`src/ogt_pkg.sv`:
```
package ogt_pkg;

    // ==========================================================
    // bus geometry
    localparam int          PADDR_W   = 12;
    localparam int          PDATA_W   = 32;
    localparam int          REG_W     = 16;
    localparam int          OFS_W     = 12;
    localparam int          GAIN_W    = 5;
    localparam int          NUM_TRIM  = 10;
    localparam int          SLOT_W    = 4;
    localparam logic [1:0]  BYTE_SHIFT = 2'h2;

    // ==========================================================
    // register indices, byte address is index times four
    localparam logic [PADDR_W-1:0] IDX_CORE3_OFFSET_INPUT_C  = 12'h338;
    localparam logic [PADDR_W-1:0] IDX_CORE3_OFFSET_INPUT_D  = 12'h33a;
    localparam logic [PADDR_W-1:0] IDX_CORE4_OFFSET   = 12'h33c;
    localparam logic [PADDR_W-1:0] IDX_CORE5_OFFSET   = 12'h33e;
    localparam logic [PADDR_W-1:0] IDX_CORE0_FINE_GAIN  = 12'h360;
    localparam logic [PADDR_W-1:0] IDX_CORE1_FINE_GAIN  = 12'h361;
    localparam logic [PADDR_W-1:0] IDX_CORE2_FINE_GAIN_INPUT_A = 12'h362;
    localparam logic [PADDR_W-1:0] IDX_CORE2_FINE_GAIN_INPUT_B = 12'h363;
    localparam logic [PADDR_W-1:0] IDX_CORE3_FINE_GAIN_INPUT_C = 12'h364;
    localparam logic [PADDR_W-1:0] IDX_CORE3_FINE_GAIN_INPUT_D = 12'h365;
    localparam logic [PADDR_W-1:0] IDX_CTRL   = 12'h370;
    localparam logic [PADDR_W-1:0] IDX_STATUS = 12'h371;

    // ==========================================================
    // storage slots, also the fuse word order
    localparam logic [SLOT_W-1:0] SLOT_CORE3_OFFSET_INPUT_C  = 4'h0;
    localparam logic [SLOT_W-1:0] SLOT_CORE3_OFFSET_INPUT_D  = 4'h1;
    localparam logic [SLOT_W-1:0] SLOT_CORE4_OFFSET   = 4'h2;
    localparam logic [SLOT_W-1:0] SLOT_CORE5_OFFSET   = 4'h3;
    localparam logic [SLOT_W-1:0] SLOT_CORE0_FINE_GAIN  = 4'h4;
    localparam logic [SLOT_W-1:0] SLOT_CORE1_FINE_GAIN  = 4'h5;
    localparam logic [SLOT_W-1:0] SLOT_CORE2_FINE_GAIN_INPUT_A = 4'h6;
    localparam logic [SLOT_W-1:0] SLOT_CORE2_FINE_GAIN_INPUT_B = 4'h7;
    localparam logic [SLOT_W-1:0] SLOT_CORE3_FINE_GAIN_INPUT_C = 4'h8;
    localparam logic [SLOT_W-1:0] SLOT_CORE3_FINE_GAIN_INPUT_D = 4'h9;
    localparam logic [SLOT_W-1:0] SLOT_LAST   = 4'h9;

    // ==========================================================
    // field layouts and reset values
    localparam logic [REG_W-1:0] OFS_MASK   = 16'hffff;
    localparam logic [REG_W-1:0] GAIN_MASK  = 16'h00ff;
    localparam logic [REG_W-1:0] TRIM_RST   = 16'h0000;
    localparam int               CTRL_RELOAD  = 0;
    localparam int               ST_FUSE_DONE = 0;
    localparam int               ST_LOADING   = 1;
    localparam int               ST_CAL_BUSY  = 2;
    localparam int               ST_SEL_B     = 3;
    localparam int               ST_SEL_D     = 4;

    function automatic logic [REG_W-1:0] slotMask(input logic [SLOT_W-1:0] slot);
        slotMask = (slot >= SLOT_CORE0_FINE_GAIN) ? GAIN_MASK : OFS_MASK;
    endfunction : slotMask

    function automatic logic isOffsetSlot(input logic [SLOT_W-1:0] slot);
        isOffsetSlot = (slot < SLOT_CORE0_FINE_GAIN);
    endfunction : isOffsetSlot

endpackage : ogt_pkg

```
`src/ogt_load_if.sv`:
```
interface ogt_load_if;
    logic                             start;
    logic                             wrEn;
    logic [ogt_pkg::SLOT_W-1:0]       slot;
    logic [ogt_pkg::REG_W-1:0]        data;
    logic                             busy;

    modport regs   (output start, input wrEn, input slot, input data, input busy);
    modport loader (input start, output wrEn, output slot, output data, output busy);
endinterface : ogt_load_if

```
`src/ogt_fuse_loader.sv`:
```
module ogt_fuse_loader (
    input  wire logic                       clk,
    input  wire logic                       sys_rst,
    input  wire logic [ogt_pkg::REG_W-1:0]  fuseData,
    output logic      [ogt_pkg::SLOT_W-1:0] fuseAddr,
    ogt_load_if.loader                      ld
);

    // ==========================================================
    // state
    typedef enum logic [1:0] {
        LD_IDLE = 2'b01,
        LD_RUN  = 2'b10
    } ogt_ld_state_t;

    typedef struct packed {
        ogt_ld_state_t               state;
        logic [ogt_pkg::SLOT_W-1:0]  addr;
        logic                        wrEn;
        logic [ogt_pkg::SLOT_W-1:0]  slot;
        logic [ogt_pkg::REG_W-1:0]   data;
        logic                        busy;
    } ogt_ld_t;

    ogt_ld_t s_r;
    ogt_ld_t s_nxt;

    // ==========================================================
    // sequencer: fuse array reads combinationally, one word per cycle
    always_comb begin
        s_nxt      = s_r;
        s_nxt.wrEn = 1'b0;
        unique case (s_r.state)
            LD_IDLE: begin
                s_nxt.busy = 1'b0;
                if (ld.start) begin
                    s_nxt.state = LD_RUN;
                    s_nxt.addr  = ogt_pkg::SLOT_CORE3_OFFSET_INPUT_C;
                    s_nxt.busy  = 1'b1;
                end
            end
            LD_RUN: begin
                s_nxt.wrEn = 1'b1;
                s_nxt.slot = s_r.addr;
                s_nxt.data = fuseData;
                if (s_r.addr == ogt_pkg::SLOT_LAST) begin
                    s_nxt.state = LD_IDLE;
                end else begin
                    s_nxt.addr = s_r.addr + 4'h1;
                end
            end
        endcase
    end

    // reset starts a load at once, so fuse values replace the zero reset
    always_ff @(posedge clk) begin
        if (sys_rst) begin
            s_r.state <= LD_RUN;
            s_r.addr  <= ogt_pkg::SLOT_CORE3_OFFSET_INPUT_C;
            s_r.wrEn  <= 1'b0;
            s_r.slot  <= ogt_pkg::SLOT_CORE3_OFFSET_INPUT_C;
            s_r.data  <= ogt_pkg::TRIM_RST;
            s_r.busy  <= 1'b1;
        end else begin
            s_r <= s_nxt;
        end
    end

    assign fuseAddr = s_r.addr;
    assign ld.wrEn  = s_r.wrEn;
    assign ld.slot  = s_r.slot;
    assign ld.data  = s_r.data;
    assign ld.busy  = s_r.busy;

endmodule : ogt_fuse_loader

```
`src/ogt_trim_regs.sv`:
```
// Decided for this implementation: the APB register port.
module ogt_trim_regs (
    input  wire logic                          clk,
    input  wire logic                          sys_rst,
    input  wire logic [ogt_pkg::PADDR_W-1:0]   paddr,
    input  wire logic                          psel,
    input  wire logic                          penable,
    input  wire logic                          pwrite,
    input  wire logic [ogt_pkg::PDATA_W-1:0]   pwdata,
    input  wire logic [3:0]                    pstrb,
    output logic      [ogt_pkg::PDATA_W-1:0]   prdata,
    output logic                               pready,
    output logic                               pslverr,
    input  wire logic                          core2SelB,
    input  wire logic                          core3SelD,
    input  wire logic                          calBusy,
    input  wire logic [ogt_pkg::REG_W-1:0]     fuseData,
    output logic      [ogt_pkg::SLOT_W-1:0]    fuseAddr,
    output logic      [ogt_pkg::GAIN_W-1:0]    core0Gain,
    output logic      [ogt_pkg::GAIN_W-1:0]    core1Gain,
    output logic      [ogt_pkg::GAIN_W-1:0]    core2Gain,
    output logic      [ogt_pkg::GAIN_W-1:0]    core3Gain,
    output logic      [ogt_pkg::OFS_W-1:0]     core3Offset,
    output logic      [ogt_pkg::OFS_W-1:0]     core4Offset,
    output logic      [ogt_pkg::OFS_W-1:0]     core5Offset,
    output logic                               fuseLoading
);

    // ==========================================================
    // state
    typedef struct packed {
        logic [ogt_pkg::NUM_TRIM-1:0][ogt_pkg::REG_W-1:0] trim;
        logic [ogt_pkg::PDATA_W-1:0]                      prdata;
        logic                                             pready;
        logic                                             pslverr;
        logic                                             start;
        logic                                             fuseDone;
        logic [ogt_pkg::GAIN_W-1:0]                       core0_fine_gain;
        logic [ogt_pkg::GAIN_W-1:0]                       core1_fine_gain;
        logic [ogt_pkg::GAIN_W-1:0]                       gain2;
        logic [ogt_pkg::GAIN_W-1:0]                       gain3;
        logic [ogt_pkg::OFS_W-1:0]                        ofs3;
        logic [ogt_pkg::OFS_W-1:0]                        core4_offset;
        logic [ogt_pkg::OFS_W-1:0]                        core5_offset;
    } ogt_regs_t;

    ogt_regs_t s_r;
    ogt_regs_t s_nxt;

    ogt_load_if ld ();

    // ==========================================================
    // fuse loader
    ogt_fuse_loader u_loader (
        .clk      (clk),
        .sys_rst  (sys_rst),
        .fuseData (fuseData),
        .fuseAddr (fuseAddr),
        .ld       (ld.loader)
    );

    assign ld.start = s_r.start;

    // ==========================================================
    // address decode
    logic [ogt_pkg::PADDR_W-1:0] regIdx;
    logic                        aligned;
    logic                        hitTrim;
    logic                        hitCtrl;
    logic                        hitStatus;
    logic [ogt_pkg::SLOT_W-1:0]  slot;
    logic                        calBlock;
    logic [ogt_pkg::REG_W-1:0]   laneMask;
    logic [ogt_pkg::REG_W-1:0]   statusWord;

    always_comb begin
        regIdx    = paddr >> ogt_pkg::BYTE_SHIFT;
        aligned   = (paddr[1:0] == 2'h0);
        hitTrim   = 1'b1;
        hitCtrl   = aligned && (regIdx == ogt_pkg::IDX_CTRL);
        hitStatus = aligned && (regIdx == ogt_pkg::IDX_STATUS);
        slot      = ogt_pkg::SLOT_CORE3_OFFSET_INPUT_C;
        unique case (regIdx)
            ogt_pkg::IDX_CORE3_OFFSET_INPUT_C:  slot = ogt_pkg::SLOT_CORE3_OFFSET_INPUT_C;
            ogt_pkg::IDX_CORE3_OFFSET_INPUT_D:  slot = ogt_pkg::SLOT_CORE3_OFFSET_INPUT_D;
            ogt_pkg::IDX_CORE4_OFFSET:   slot = ogt_pkg::SLOT_CORE4_OFFSET;
            ogt_pkg::IDX_CORE5_OFFSET:   slot = ogt_pkg::SLOT_CORE5_OFFSET;
            ogt_pkg::IDX_CORE0_FINE_GAIN:  slot = ogt_pkg::SLOT_CORE0_FINE_GAIN;
            ogt_pkg::IDX_CORE1_FINE_GAIN:  slot = ogt_pkg::SLOT_CORE1_FINE_GAIN;
            ogt_pkg::IDX_CORE2_FINE_GAIN_INPUT_A: slot = ogt_pkg::SLOT_CORE2_FINE_GAIN_INPUT_A;
            ogt_pkg::IDX_CORE2_FINE_GAIN_INPUT_B: slot = ogt_pkg::SLOT_CORE2_FINE_GAIN_INPUT_B;
            ogt_pkg::IDX_CORE3_FINE_GAIN_INPUT_C: slot = ogt_pkg::SLOT_CORE3_FINE_GAIN_INPUT_C;
            ogt_pkg::IDX_CORE3_FINE_GAIN_INPUT_D: slot = ogt_pkg::SLOT_CORE3_FINE_GAIN_INPUT_D;
            default:             hitTrim = 1'b0;
        endcase
        hitTrim = hitTrim && aligned;
        // offset words are not safe to touch mid calibration; refuse loudly
        calBlock = calBusy && hitTrim && ogt_pkg::isOffsetSlot(slot);
        laneMask = {{8{pstrb[1]}}, {8{pstrb[0]}}};
        statusWord = '0;
        statusWord[ogt_pkg::ST_FUSE_DONE] = s_r.fuseDone;
        statusWord[ogt_pkg::ST_LOADING]   = ld.busy;
        statusWord[ogt_pkg::ST_CAL_BUSY]  = calBusy;
        statusWord[ogt_pkg::ST_SEL_B]     = core2SelB;
        statusWord[ogt_pkg::ST_SEL_D]     = core3SelD;
    end

    // ==========================================================
    // next state
    logic accessDone;

    always_comb begin
        s_nxt         = s_r;
        s_nxt.pready  = 1'b0;
        s_nxt.pslverr = 1'b0;
        s_nxt.start   = 1'b0;
        accessDone    = psel && penable && s_r.pready;

        // setup cycle: answer is ready for the first access cycle
        if (psel && !penable) begin
            s_nxt.pready  = 1'b1;
            s_nxt.pslverr = !(hitTrim || hitCtrl || hitStatus) || calBlock;
            s_nxt.prdata  = '0;
            if (!pwrite && hitTrim && !calBlock) begin
                // reserved offset bits and gain bits 7:5 are plain storage and read back as written; gain bits 15:8 read zero
                s_nxt.prdata[ogt_pkg::REG_W-1:0] = s_r.trim[slot];
            end else if (!pwrite && hitStatus) begin
                s_nxt.prdata[ogt_pkg::REG_W-1:0] = statusWord;
            end
        end

        // write lands on the completing edge only
        if (accessDone && pwrite && !s_r.pslverr) begin
            if (hitTrim) begin
                // reserved bits stored as given except gain bits 15:8, which clear; software keeps them zero
                s_nxt.trim[slot] = (s_r.trim[slot] & ~laneMask)
                                 | (pwdata[ogt_pkg::REG_W-1:0] & laneMask
                                    & ogt_pkg::slotMask(slot));
            end else if (hitCtrl && pstrb[0] && pwdata[ogt_pkg::CTRL_RELOAD]) begin
                s_nxt.start    = !ld.busy;
                s_nxt.fuseDone = 1'b0;
            end
        end

        // fuse words win over a software write to the same slot
        if (ld.wrEn) begin
            s_nxt.trim[ld.slot] = ld.data & ogt_pkg::slotMask(ld.slot);
            if (ld.slot == ogt_pkg::SLOT_LAST) begin
                s_nxt.fuseDone = 1'b1;
            end
        end

        // trim outputs, unsigned offsets, per-input sets follow the selects
        s_nxt.core0_fine_gain = s_r.trim[ogt_pkg::SLOT_CORE0_FINE_GAIN][ogt_pkg::GAIN_W-1:0];
        s_nxt.core1_fine_gain = s_r.trim[ogt_pkg::SLOT_CORE1_FINE_GAIN][ogt_pkg::GAIN_W-1:0];
        s_nxt.gain2 = core2SelB
                    ? s_r.trim[ogt_pkg::SLOT_CORE2_FINE_GAIN_INPUT_B][ogt_pkg::GAIN_W-1:0]
                    : s_r.trim[ogt_pkg::SLOT_CORE2_FINE_GAIN_INPUT_A][ogt_pkg::GAIN_W-1:0];
        s_nxt.gain3 = core3SelD
                    ? s_r.trim[ogt_pkg::SLOT_CORE3_FINE_GAIN_INPUT_D][ogt_pkg::GAIN_W-1:0]
                    : s_r.trim[ogt_pkg::SLOT_CORE3_FINE_GAIN_INPUT_C][ogt_pkg::GAIN_W-1:0];
        s_nxt.ofs3  = core3SelD
                    ? s_r.trim[ogt_pkg::SLOT_CORE3_OFFSET_INPUT_D][ogt_pkg::OFS_W-1:0]
                    : s_r.trim[ogt_pkg::SLOT_CORE3_OFFSET_INPUT_C][ogt_pkg::OFS_W-1:0];
        s_nxt.core4_offset  = s_r.trim[ogt_pkg::SLOT_CORE4_OFFSET][ogt_pkg::OFS_W-1:0];
        s_nxt.core5_offset  = s_r.trim[ogt_pkg::SLOT_CORE5_OFFSET][ogt_pkg::OFS_W-1:0];
    end

    // ==========================================================
    // registers
    always_ff @(posedge clk) begin
        if (sys_rst) begin
            s_r.trim     <= '0;
            s_r.prdata   <= '0;
            s_r.pready   <= 1'b0;
            s_r.pslverr  <= 1'b0;
            s_r.start    <= 1'b0;
            s_r.fuseDone <= 1'b0;
            s_r.core0_fine_gain    <= '0;
            s_r.core1_fine_gain    <= '0;
            s_r.gain2    <= '0;
            s_r.gain3    <= '0;
            s_r.ofs3     <= '0;
            s_r.core4_offset     <= '0;
            s_r.core5_offset     <= '0;
        end else begin
            s_r <= s_nxt;
        end
    end

    // ==========================================================
    // outputs
    assign prdata      = s_r.prdata;
    assign pready      = s_r.pready;
    assign pslverr     = s_r.pslverr;
    assign core0Gain   = s_r.core0_fine_gain;
    assign core1Gain   = s_r.core1_fine_gain;
    assign core2Gain   = s_r.gain2;
    assign core3Gain   = s_r.gain3;
    assign core3Offset = s_r.ofs3;
    assign core4Offset = s_r.core4_offset;
    assign core5Offset = s_r.core5_offset;
    assign fuseLoading = ld.busy;

endmodule : ogt_trim_regs

```
`config.mk`:
```
export PLATFORM = sky130hd
export DESIGN_NAME = ogt_trim_regs
export DESIGN_NICKNAME = d
export VERILOG_FILES = /design/src/ogt_pkg.sv /design/src/ogt_load_if.sv /design/src/ogt_fuse_loader.sv /design/src/ogt_trim_regs.sv
export SDC_FILE = /design/constraint.sdc
export NUM_CORES = 1
export LEC_CHECK = 0
export BUFFER_PORTS_ARGS = -buffer_cell sky130_fd_sc_hd__buf_2
export CELL_PAD_IN_SITES_DETAIL_PLACEMENT = 1
export CELL_PAD_IN_SITES_GLOBAL_PLACEMENT = 1
export CORE_MARGIN = 1
export CORE_UTILIZATION = 40
export CTS_CLUSTER_DIAMETER = 150
export DETAILED_ROUTE_END_ITERATION = 10
export GPL_ROUTABILITY_DRIVEN = 0
export PLACE_DENSITY = 0.71
export SETUP_SLACK_MARGIN = 0.02
export SLEW_MARGIN = 20
export SYNTH_ARGS = -nofsm -noshare
export SYNTH_HDL_FRONTEND = slang
export SYNTH_SLANG_ARGS = --single-unit
```
`constraint.sdc`:
```
create_clock -name clk -period 3.3 [get_ports clk]
set_clock_uncertainty 0.15 [all_clocks]
set_input_delay 0.33 -clock clk [delete_from_list [all_inputs] [get_ports clk]]
set_output_delay 0.33 -clock clk [all_outputs]
set_load 0.01 [all_outputs]
```
# Word level (Yosys, flattened, before mapping)
# Cells that the tools add are included.
# totals
out_inout_bits	95
in_bits	72
elab_cells	128
reg_bits	264
# classes
magnitude_cmp	7
n_reduce_logical	32
add_sub_neg	1
bitwise	9
eq_ne	19
mux	32
# ops
cell	n
$mux 160	3
$bwmux 160	2
$demux 16 s4	2
$eq 10x10->1 const B	12
$mux 16	6
$and 16x16->16	4
$bmux 16 s4	1
$pmux 4 s9	1
$mux 21	1
$logic_and 1x1->1	17
$not 16->16	1
$or 16x16->16	1
$mux 5	3
$mux 12	1
$pmux 6 s2	1
$lt 4x5->1 const B	2
$reduce_or 10->1	1
$eq 4x4->1 const B	2
$ge 4x1->1 const B	2
$ge 4x3->1 const B	2
$mux 1	7
$logic_not 1->1	6
$mux 6	1
$add 4x1->4 const B	1
13 further kinds	20

# Longest topological paths before layout
# Gate-level depths: netlist (run 1).
# logic_depth
ltp_word	11
depth_mapped	11
depth_no_buf	7

# Modules after synthesis
# Synthesis (run 1) repeated with hierarchy kept, for this count alone.
# hier_totals
cells_unflattened	1635
hier_area_um2	13640.6
# by_module_without_submodules
module	cells_per_inst	instances	seq_area_each_um2	area_per_inst_um2
ogt_trim_regs	1485	1	4724.5	12419.4
ogt_fuse_loader	150	1	560.5	1221.2

# Worst setup path after synthesis (run 1)
# OpenSTA, ideal clock, no wires.
# synth_timing
path_kind	input-to-reg
from	input port paddr[5] in the netlist's numbering
to	register s_r, in the netlist s_nxt[47]
setup_time_ns	0.142
required_ns	3.008
cell_stages	9
path_slack_ns	0.724
path_buffers	2
arrival_time_ns	2.284
path_cell_list	nor3b_4 > a32oi_1 > nor2_2 > buf_6 > mux4_2 > and2_1 > buf_4 > o211ai_1 > a311oi_1
# synth_via
elab_chain_len	11
word_cells_on_any_way	28
cone_classes	2 x order compare; 10 x eq/ne; 11 x mux; 2 x bitwise; 3 x reduce/logical
# synth_rtl
element	line	rtl
from (decl)	ogt_trim_regs.sv:5	input wire logic [ogt_pkg::PADDR_W-1:0] paddr,
$eq 10x10->1	ogt_trim_regs.sv:83	unique case (regIdx)
$pmux 4 s9	ogt_trim_regs.sv:83	
$lt 4x5->1 (not written as such), or another cell as far along	ogt_trim_regs.sv:136	s_nxt.trim[slot] = (s_r.trim[slot] & ~laneMask)
$logic_and 1x1->1 (not written as such) or $mux 16 (tied branches)	ogt_trim_regs.sv:136	
$mux 16 (not written as such) or $and 16x16->16 (tied branches)	ogt_trim_regs.sv:136	
$demux 16 s4 or $or 16x16->16 (tied branches)	ogt_trim_regs.sv:136, ogt_trim_regs.sv:137	
$bwmux 160	ogt_trim_regs.sv:136	
$mux 160 *	ogt_trim_regs.sv:134	if (hitTrim) begin
$mux 160 *	ogt_trim_regs.sv:133	if (accessDone && pwrite && !s_r.pslverr) begin
$bwmux 160	ogt_trim_regs.sv:147	s_nxt.trim[ld.slot] = ld.data & ogt_pkg::slotMask(ld.slot);
$mux 160 *	ogt_trim_regs.sv:146	if (ld.wrEn) begin
to (signal assigned)	ogt_trim_regs.sv:187	s_r <= s_nxt;
to (decl)	ogt_trim_regs.sv:47	ogt_regs_t s_r;
# Every way passes the cells marked *; elsewhere a longest branch is shown, timed or not. The select of a mux whose other input is x is not followed.
# A chain may end at the register's enable or synchronous reset.

# Worst setup path after layout (run 1)
# layout_timing
from	register, netlist name pslverr
to	register s_r[101] in the netlist's numbering
# layout_via
elab_chain_len	5
# layout_rtl
element	line
$logic_not 1->1 *	ogt_trim_regs.sv:133
$logic_and 1x1->1 *	ogt_trim_regs.sv:133
$mux 160 *	ogt_trim_regs.sv:133
$bwmux 160	ogt_trim_regs.sv:147
$mux 160 *	ogt_trim_regs.sv:146
# Every way passes the cells marked *; elsewhere a longest branch is shown, timed or not.

==> results of run 1 <==
per-layer routing:
metal	vias up	wire (um)	global-route usage, %
met1	6525	21400	36.2
met4	0	1710	9.96
met2	459	24100	47.8
met5	-	0	0
li1	5962	-	-
met3	117	2400	2.72
cell usage in the layout (no fill, tap or decap), types with 7 or more instances in the layout:
cell type	instances
nand4b_2	9
nor2_1	130
o21ai_0	67
o221ai_1	7
a211oi_1	18
clkbuf_8	7
nor3_1	34
a21o_1	17
nand3_1	68
clkbuf_1	7
inv_1	12
and3_1	13
dlygate4sd3_1	18
nand2_1	203
nor2b_1	43
mux4_2	9
a21oi_1	77
a311oi_1	84
mux2i_1	28
clkinv_2	7
mux2_2	11
and2_1	23
buf_4	82
nand4_1	16
or3_1	30
nand2b_1	18
conb_1	16
dfxtp_1	264
buf_2	131
clkbuf_16	31
o211ai_1	82
o31ai_1	15
nor2_2	9
a22oi_1	11
tightest hold or removal path: stages:
cell and delay [ps]:
buf_2 100, a22oi_1 110, o221ai_1 170
power groups by stage:
stage | clock network [mW] | registers, mW | logic (mW)
detailed placement | 0 | 3.40 | 0.617
global route | 3.71 | 3.34 | 0.691
CTS | 3.58 | 3.33 | 0.638
finish | 3.52 | 3.33 | 0.643
floorplan | 0 | 3.36 | 0.439
global placement | 0 | 3.40 | 0.604
path summary, 6_finish.rpt:
path / start / end / slack, ps / cells after the start
worst min register to register: s_r[247]$_SDFF_PP0_ / s_r[247]$_SDFF_PP0_ / 300 / 2
worst min-delay path: pwdata[9] / s_r[117]$_SDFF_PP0_ / 40 / 3
worst max register to register: pslverr$_SDFF_PP0_ / s_r[101]$_SDFF_PP0_ / 620 / 6
worst max-delay path: pslverr$_SDFF_PP0_ / s_r[101]$_SDFF_PP0_ / 620 / 6
layout make-up:
class,instances,area [um^2],share of cell area (%)
clock buffer,45,898,5.76
clock inverter,12,141,0.906
inverter,12,45.0,0.289
multi-input combinational,1137,7140,45.7
sequential,264,5290,33.9
tap,448,561,3.59
timing repair buffer,236,1540,9.88
per-stage QoR:
stage                     util, %  hold WS, ps  area [um^2]  worst slack [ps]  total power [mW]
final                        46.4         39.6        15600               616              7.50
after CTS                    46.4         10.4        15600               635              7.55
after global routing         46.4         29.5        15600               515              7.73
after detailed placement     42.8          299        14400               194              4.02
after floorplan                 -          278        13800               724              3.80
after global placement       42.8          289        14400               227              4.00
synth_stat cells, types with 11 or more instances:
cell type  count
or3_1         30
nand3_1       68
o211ai_1      82
clkbuf_1      99
o31ai_1       15
and3_1        13
nand4_1       16
inv_1         12
nor3_1        34
a22oi_1       11
dfxtp_1      264
a21oi_1       77
nand2b_1      18
buf_4        105
nor2b_1       43
a21o_1        17
o21ai_0       67
and2_1        23
nor2_1       130
a311oi_1      84
a211oi_1      18
buf_2         15
nand2_1      203
mux2i_1       28
mux2_2        11
what timing repair did:
item / CTS / global route
hold buffers: 18 / 0
setup endpoints to repair: 0 / 0
hold endpoints to repair: 18 / 0
sequential cells by signal, summed over array words and instances (netlist names):
signal             count
core2Gain              5
u_loader.ld.slot       4
pslverr                1
core4Offset           12
u_loader.ld.wrEn       1
core3Gain              5
u_loader.s_r           2
u_loader.ld.data      16
u_loader.fuseAddr      4
ld.start               1
core5Offset           12
pready                 1
core1Gain              5
s_r                  127
s_nxt                 34
u_loader.ld.busy       1
prdata                16
core3Offset           12
core0Gain              5
cells by family after synthesis:
logic type / share of synthesized area [%]
AOI/OAI and AO/OA: 23.3
adders and majority gates: 0.182
buffers and inverters: 10.0
DFF: 38.5
muxes: 4.50
other: 0.0273
and+or+nand+nor: 23.5
==> metrics.txt, run 1 <==
Main synth FF type=dfxtp_1; Vias=13100; Avg Cell Area, Syn=8.41 um^2; CTS H-tree lvls=1; Switching Fraction=25.5%; final wirelength=49600 um; Clock transition at path regs=60 ps; WL/cell=23.0 um; clk_lat worst skew=between 500 and 600 ps; pin count of the biggest net entering global routing=roughly 140; net switching power=1.91 mW; share of cells above drive strength 1=20.2%; router iterations before antenna repair=7; CTS resizes=0; CP delay by family, top=simple AND/OR/NAND/NOR gates; synthesized flop and latch total=264; max-slew violation count=0; Die Y=around 190 um; Final min period=roughly 2700 ps; FFs w/ async S/R, synth=0%; status=complete, no violations; Bufs and invs on worst path=0; Worst path slowest cell=or3_1; first-iteration detailed-routing DRC count=1169; critical path arrival=3020 ps; grt ovf=0; CTS tree=built; initial antenna violation count=0; Max-Cap Viols=0; gr usage total=27.8%; RSZ-0062 raised after global routing=no; synth unique cells=slightly below 80; cts bufs inserted=31; Ys Warns=0; final worst path period share=between 80% and 90%; cell accounting for the most synthesized area=dfxtp_1; site row count=67; first-pass GRT wire length=76900 um; Setup violations, final=0; Logic pwr share=8.6%; P per Cell Area=480 nW/um^2; Clock power frac=roughly 47%; setup_tns=0 ps; Slew @ Worst Pin=816 ps; I/O Pins=167; top cell type's share of synthesized area=38.5%; fin cells=2154; Fmax=between 300 and 400 MHz; relative slew slack=45.4%; Setup CP Type=flop to flop; Syn Inst Count=1631; vias in the first global route=13200; Initial Utilization=40.8%; internal power=between 5 and 6 mW; Hold Vio Cnt, Final=0; Die X=approximately 190 um; CP Max Fanout=10; max incr delay on CP=~550 ps; # nets final=1756; Worst Hold Class=input port to flop; Reg power frac=44.4%; CP endpoint kind=flop; core area=33600 um^2; PortBufs=132; sequential area share after synthesis=38.5%; Clock Path Buffers=3; top post-synthesis cells by area=dfxtp_1, buf_4, nand2_1; antenna viol nets, final=0; number of synthesized flops with an enable pin=0; worst path cell trace=nor2b_1 > and4_1 > and3_1 > nand4_1 > or3_1 > o221ai_1; area delta synth->final=13.7%; Post-Syn Area=~14000 um^2; Die ar.=35100 um^2; Worst EP required=3640 ps; drc violations=0; worst vdd ir=a little over 0.4 mV; root buffer cell=clkbuf_16; CTS sink cnt=264; Post-CTS Setup Inserts=0; hpwl dp=34800 um; Antenna Cells=0; Worst setup SP type=flop; Layout fillers=slightly above 4000; placed instance count=2079; Static Leakage=~5.9 nW; DR vias/cell=6.06
(Power assumes the default switching activity.)
==> run 2: changes to the inputs <==
PLACE_DENSITY = 0.74   (was 0.71)
clock period = 2.3 ns   (was 3.3 ns; I/O delays follow)
==> run 2 against run 1 <==
Compared with the run above:
- clock power grew 36%
- largest cell class unchanged
- critical path type unchanged
- largest power group unchanged
- flip-flop and latch count is the same
- final area increased by 7.9%
==> metrics.txt, run 2 (synthesis gave the netlist of run 1 again) <==
Slew @ Worst Pin=687 ps (was 816 ps); area delta synth->final=22.8% (was 13.7%); fin area=16800 um^2 (was 15600 um^2); Setup violations, final=0 (unchanged); site row count=67 (unchanged); Antenna Cells=0 (unchanged); DR vias/cell=6.02 (was 6.06); CTS H-tree lvls=1 (unchanged); final worst path period share=97.0% (was 81.3%); Layout fillers=3974 (was 4037); pin count of the biggest net entering global routing=79 (was 139); most frequent cells in the layout=dfxtp_1, nand2_1, buf_4 (was dfxtp_1, nand2_1, buf_2); max-slew violation count=0 (unchanged); root buffer cell=clkbuf_16 (unchanged); first-pass GRT wire length=82100 um (was 76900 um); Vias=13600 (was 13100); core area=33600 um^2 (unchanged); register area=5290 um^2 (unchanged); Hold Vio Cnt, Final=0 (unchanged); Clock Path Buffers=3 (unchanged); register with the highest flop count=s_r (unchanged); antenna viol nets, final=0 (unchanged); Clock transition at path regs=60 ps (about the same); commonest non-fill, non-tap cell in the layout=dfxtp_1 (unchanged); P per Cell Area=630 nW/um^2 (was 480 nW/um^2); Worst setup SP type=flop (unchanged); critical path arrival=2570 ps (was 3020 ps); Die ar.=35100 um^2 (unchanged); Initial Utilization=40.8% (unchanged); drc violations=0 (unchanged); worst path cell trace=nor2b_2 > and4_4 > and3_4 > buf_12 > nand4_1 > or3_4 > o221ai_1 (was nor2b_1 > and4_1 > and3_1 > nand4_1 > or3_1 > o221ai_1); Worst path slowest cell=or3_4 (was or3_1); Fmax=448 MHz (was 373 MHz); PortBufs=132 (unchanged); Die Y=187 um (unchanged); CP endpoint kind=flop (unchanged); Setup CP Type=flop to flop (unchanged); max incr delay on CP=480 ps (was 550 ps); CP Max Fanout=13 (was 10); first-iteration detailed-routing DRC count=1103 (was 1169); Static Leakage=6.54 nW (was 5.88 nW); placed cell area=15500 um^2 (was 14400 um^2); router iterations before antenna repair=5 (was 7); hpwl dp=38100 um (was 34800 um); Worst Hold Class=input port to flop (unchanged); share of cells above drive strength 1=26.0% (was 20.2%); RSZ-0062 raised after global routing=yes (was no); Worst EP required=2640 ps (was 3640 ps); WL/cell=23.5 um (was 23.0 um); Worst R2R Start=pslverr$_SDFF_PP0_ (unchanged); max reg flops=127 (unchanged); CP delay by family, top=simple AND/OR/NAND/NOR gates (unchanged); crit path from=pslverr$_SDFF_PP0_ (unchanged); area of the multi-input gates=7340 um^2 (was 7140 um^2); relative slew slack=54.2% (was 45.4%); CTS tree=built (unchanged); cts bufs inserted=30 (was 31); CTS sink cnt=264 (unchanged); initial antenna violation count=1 (was 0); status=complete, no violations (unchanged); vias in the first global route=14200 (was 13200); grt ovf=0 (unchanged); Bufs and invs on worst path=1 (was 0); clk_lat worst skew=590 ps (was 570 ps); worst vdd ir=0.598 mV (was 0.406 mV); final worst slack=70.0 ps (was 616 ps); I/O Pins=167 (unchanged); Die X=187 um (unchanged); DP Worst Slack=-512 ps (was 194 ps); final wirelength=53200 um (was 49600 um); Worst Hold Launch=pwdata[14] (was pwdata[9]); Max-Cap Viols=0 (unchanged); Final min period=2230 ps (was 2680 ps); # nets final=1869 (was 1756); gr usage total=29.8% (was 27.8%)
[run 2: area by class of cell]
class	instances	area share, %
Clock inverter	9	0.631
Clock buffer	46	5.17
Sequential cell	264	31.4
Multi-Input combinational cell	1137	43.5
Timing Repair Buffer	350	15.7
Inverter	12	0.267
Tap cell	448	3.33
[run 2: worst paths after layout]
| path | to | slack (ps) | depth (start not counted) |
|---|---|---|---|
| min reg2reg | prdata[14]$_SDFFE_PP0P_ | 310 | 2 |
| min | s_r[106]$_SDFF_PP0_ | 40 | 5 |
| max reg2reg | s_r[101]$_SDFF_PP0_ | 70 | 7 |
| max | s_r[101]$_SDFF_PP0_ | 70 | 7 |
[run 2: worst register-to-register path: stages, from the launching register on]
cell and delay, ps:
dfxtp_1 320, nor2b_2 130, and4_4 250, and3_4 200
buf_12 140, nand4_1 280, or3_4 480, o221ai_1 190
[run 2: where the power goes]
group	leakage, nW	total, mW	internal (mW)	switching [mW]
Combinational	3.92	1.02	0.386	0.639
Clock	0.483	4.80	2.81	1.98
Sequential	2.14	4.79	4.67	0.115
[run 2: metal layers]
| metal | GRT usage, % | wire [um] | part of all wire [%] | up-vias |
|---|---|---|---|---|
| met3 | 4.26 | 3180 | 6.0 | 147 |
| met2 | 51.2 | 26000 | 49 | 544 |
| met4 | 13.5 | 2250 | 4.2 | 2 |
| met1 | 36.7 | 21800 | 41 | 6763 |
| li1 | - | - | - | 6178 |
| met5 | 0 | 19 | 0.036 | - |
[run 2: repair_timing]
item,in CTS,in global routing
setup endpoints to repair,10,134
pin swaps,4,10
gates cloned,0,0
hold buffers,24,0
gates resized for setup,3,15
hold endpoints to repair,39,0
setup buffers,2,4
[run 2: stage by stage]
stage	hold WS [ps]	TNS, ps	std cells	power (mW)	util, %
after CTS	27.6	0	2262	10.6	49.8
final	35.8	0	2266	10.6	50.1
after floorplan	216	-7050	1646	5.48	-
after global placement	288	-51640	2181	5.81	46.1
after global routing	79.2	-116	2266	11.0	50.1
after detailed placement	301	-62850	2181	5.84	46.1
==> run 3: changes to the inputs <==
SYNTH_HIERARCHICAL = 1   (was default)
==> run 3 against run 2 <==
Compared with the run above:
- the flow now finishes with violations (negative setup slack)
- global-route usage grew 0.53 points
- critical path type unchanged
- hold slack got worse by 17 ps
- sequential power about the same
- synthesized cell count increased by 0.25%
- sequential share of layout area is 3.3 points lower
- worst setup slack lost 480 ps
- largest power group unchanged
- maximum frequency shrank 18%
- combinational power rose by 17%
==> metrics.txt, run 3 <==
CP Max Fanout=8 (was 13); GR Util met1=41.7% (was 36.7%); area delta synth->final=38.0% (was 22.8%); Die ar.=34800 um^2 (was 35100 um^2); first-pass GRT wire length=83600 um (was 82100 um); synthesized flop and latch total=264 (unchanged); worst vdd ir=0.419 mV (was 0.598 mV); critical path arrival=2990 ps (was 2570 ps); Avg Cell Area, Syn=8.34 um^2 (was 8.41 um^2); CP endpoint kind=flop (unchanged); I/O Pins=167 (unchanged); number of synthesized flops with an enable pin=0 (unchanged); share of cells above drive strength 1=38.8% (was 26.0%); Hold Vio Cnt, Final=0 (unchanged); root buffer cell=clkbuf_16 (unchanged); P per Cell Area=606 nW/um^2 (was 630 nW/um^2); pin count of the biggest net entering global routing=95 (was 79); first-iteration detailed-routing DRC count=1709 (was 1103); max-slew violation count=0 (unchanged); Syn Inst Count=1635 (was 1631); utilization after layout=56.1% (was 50.1%); antenna viol nets, final=0 (unchanged); setup_tns=-30540 ps (was 0 ps); initial antenna violation count=0 (was 1); Slew @ Worst Pin=758 ps (was 687 ps); final worst slack=-411 ps (was 70.0 ps); max reg flops=127 (unchanged); router iterations before antenna repair=8 (was 5); RSZ-0062 raised after global routing=yes (unchanged); top cell type's share of synthesized area=38.7% (was 38.5%); cell accounting for the most synthesized area=dfxtp_1 (unchanged); Clock Path Buffers=3 (unchanged); sequential area share after synthesis=38.7% (was 38.5%); Static Leakage=7.23 nW (was 6.54 nW); Die X=187 um (about the same); cts bufs inserted=34 (was 30); Hold Path Cell Cnt=2 (was 5); final wirelength=61500 um (was 53200 um); site row count=67 (unchanged); hpwl dp=36700 um (was 38100 um); # nets final=1933 (was 1869); Initial Utilization=40.7% (was 40.8%); Post-Syn Area=13600 um^2 (was 13700 um^2); Setup violations, final=161 (was 0); Worst path slowest cell=or4b_4 (was or3_4); Antenna Cells=0 (unchanged); Clock transition at path regs=60 ps (about the same); max incr delay on CP=590 ps (was 480 ps); Worst EP required=2580 ps (was 2640 ps); worst path cell trace=nand4_1 > or4b_4 > nor4_4 > buf_6 > and3_4 > buf_12 > nand2_1 > a311o_1 > a21oi_1 (was nor2b_2 > and4_4 > and3_4 > buf_12 > nand4_1 > or3_4 > o221ai_1); drc violations=0 (unchanged); Vias=14900 (was 13600); CTS H-tree lvls=2 (was 1); final worst path period share=118% (was 97.0%); WL/cell=26.4 um (was 23.5 um); met2 Use GR=47.6% (was 51.2%); synth cell count leaders=dfxtp_1, nand2_1, a21oi_1 (was dfxtp_1, nand2_1, nor2_1); core area=33500 um^2 (was 33600 um^2); Fmax=369 MHz (was 448 MHz); commonest non-fill, non-tap cell in the layout=dfxtp_1 (unchanged); status=finished with violations (was complete, no violations); Die Y=187 um (about the same); Max-Cap Viols=0 (unchanged); FFs w/ async S/R, synth=0% (unchanged); top post-synthesis cells by area=dfxtp_1, buf_4, nand2_1 (unchanged); PortBufs=132 (unchanged); DR vias/cell=6.38 (was 6.02); global route hottest layer=met2 (unchanged); DP Worst Slack=-516 ps (was -512 ps); Main synth FF type=dfxtp_1 (unchanged); Worst setup SP type=flop (unchanged); synth unique cells=77 (was 79); CTS tree=built (unchanged); relative slew slack=49.3% (was 54.2%); failing checks=negative setup slack; Final min period=2710 ps (was 2230 ps); most frequent cells in the layout=dfxtp_1, buf_4, nand2_1 (was dfxtp_1, nand2_1, buf_4); clk_lat worst skew=530 ps (was 590 ps); worst reg-to-reg path cell count=9 (was 7); Total Power=11.4 mW (was 10.6 mW); register with the highest flop count=s_r (unchanged); vias in the first global route=14100 (was 14200); Ys Warns=6 (was 0); top-count cell post-synth=dfxtp_1 (unchanged); grt ovf=0 (unchanged); gr usage total=30.3% (was 29.8%); CTS sink cnt=264 (unchanged); Setup CP Type=flop to flop (unchanged); met3 Resource Use GR=4.31% (was 4.26%); Worst Hold Class=input port to flop (unchanged)
## run 3: changes by cell type in the layout (fill, tap and decap cells not counted), moves of 22 or more
| cell | change |
|---|---|
| a311oi_1 | -82 |
| mux2i_1 | +28 |
| nand2_2 | +22 |
| a21oi_1 | +24 |
| a21oi_2 | +43 |
| o21ai_0 | -43 |
| o211ai_1 | -72 |
| nand2_1 | -43 |
| a311o_1 | +38 |
| buf_6 | +26 |
| nand3_1 | -31 |
## run 3: logic make-up after synthesis
logic type      share of synthesized area, %
compound gates                          19.3
mux                                     6.91
buf+inv                                 10.3
flops                                   38.7
fa+ha+maj                              0.183
other cells                           0.0275
simple gates                            24.5
## run 3: stage by stage
stage / cells / instance area, um^2 / hold slack [ps]
floorplan: 1650 / 14000 / 216
global placement: 2198 / 15600 / 289
detailed placement: 2198 / 15600 / 295
CTS: 2311 / 17800 / 0.559
global route: 2331 / 18800 / 49.1
finish: 2331 / 18800 / 18.7
## run 3: layout make-up
class	count	area (um^2)
sequential	264	5290
inverter	4	15.0
tap	448	561
fill	3802	14700
multi-input combinational	1143	8340
clock inverter	12	93.8
timing repair buffer	412	3490
clock buffer	48	1040
## run 3: what timing repair did
| action | CTS | global route |
|---|---|---|
| hold buffers | 18 | 0 |
| gates resized for setup | 132 | 218 |
| pin swaps | 74 | 116 |
| endpoints found under the setup margin | 158 | 169 |
| cloned | 4 | 5 |
| setup buffers | 31 | 33 |
| endpoints found under the hold margin | 18 | 0 |
## run 3: final timing paths
check	slack, ps	endpoint	start
worst max-delay path	-410	s_r[114]$_SDFF_PP0_	pready$_SDFF_PP0_
worst min-delay path	20	core4Offset[10]$_SDFF_PP0_	sys_rst
worst max register to register	-410	s_r[114]$_SDFF_PP0_	pready$_SDFF_PP0_
worst min register to register	310	prdata[6]$_SDFFE_PP0P_	prdata[6]$_SDFFE_PP0P_
## run 3: worst max-delay path, delay by kind of cell, from the launching register on
kind                   cells  cell delay (ps)
buffers and inverters      2              340
DFF                        1              330
and+or+nand+nor            5             1280
AOI/OAI and AO/OA          2              510
## run 3: per-layer routing
metal	routed length, um	up-vias
met2	28200	960
met3	5410	228
li1	-	6250
met5	0	-
met1	25100	7428
met4	2810	0
## run 3: power breakdown
group	switching, mW	total (mW)	internal [mW]	leakage, nW
logic	0.719	1.19	0.472	4.52
clock network	2.17	5.43	3.26	0.567
registers	0.126	4.80	4.67	2.14
total	3.01	11.4	8.40	7.23
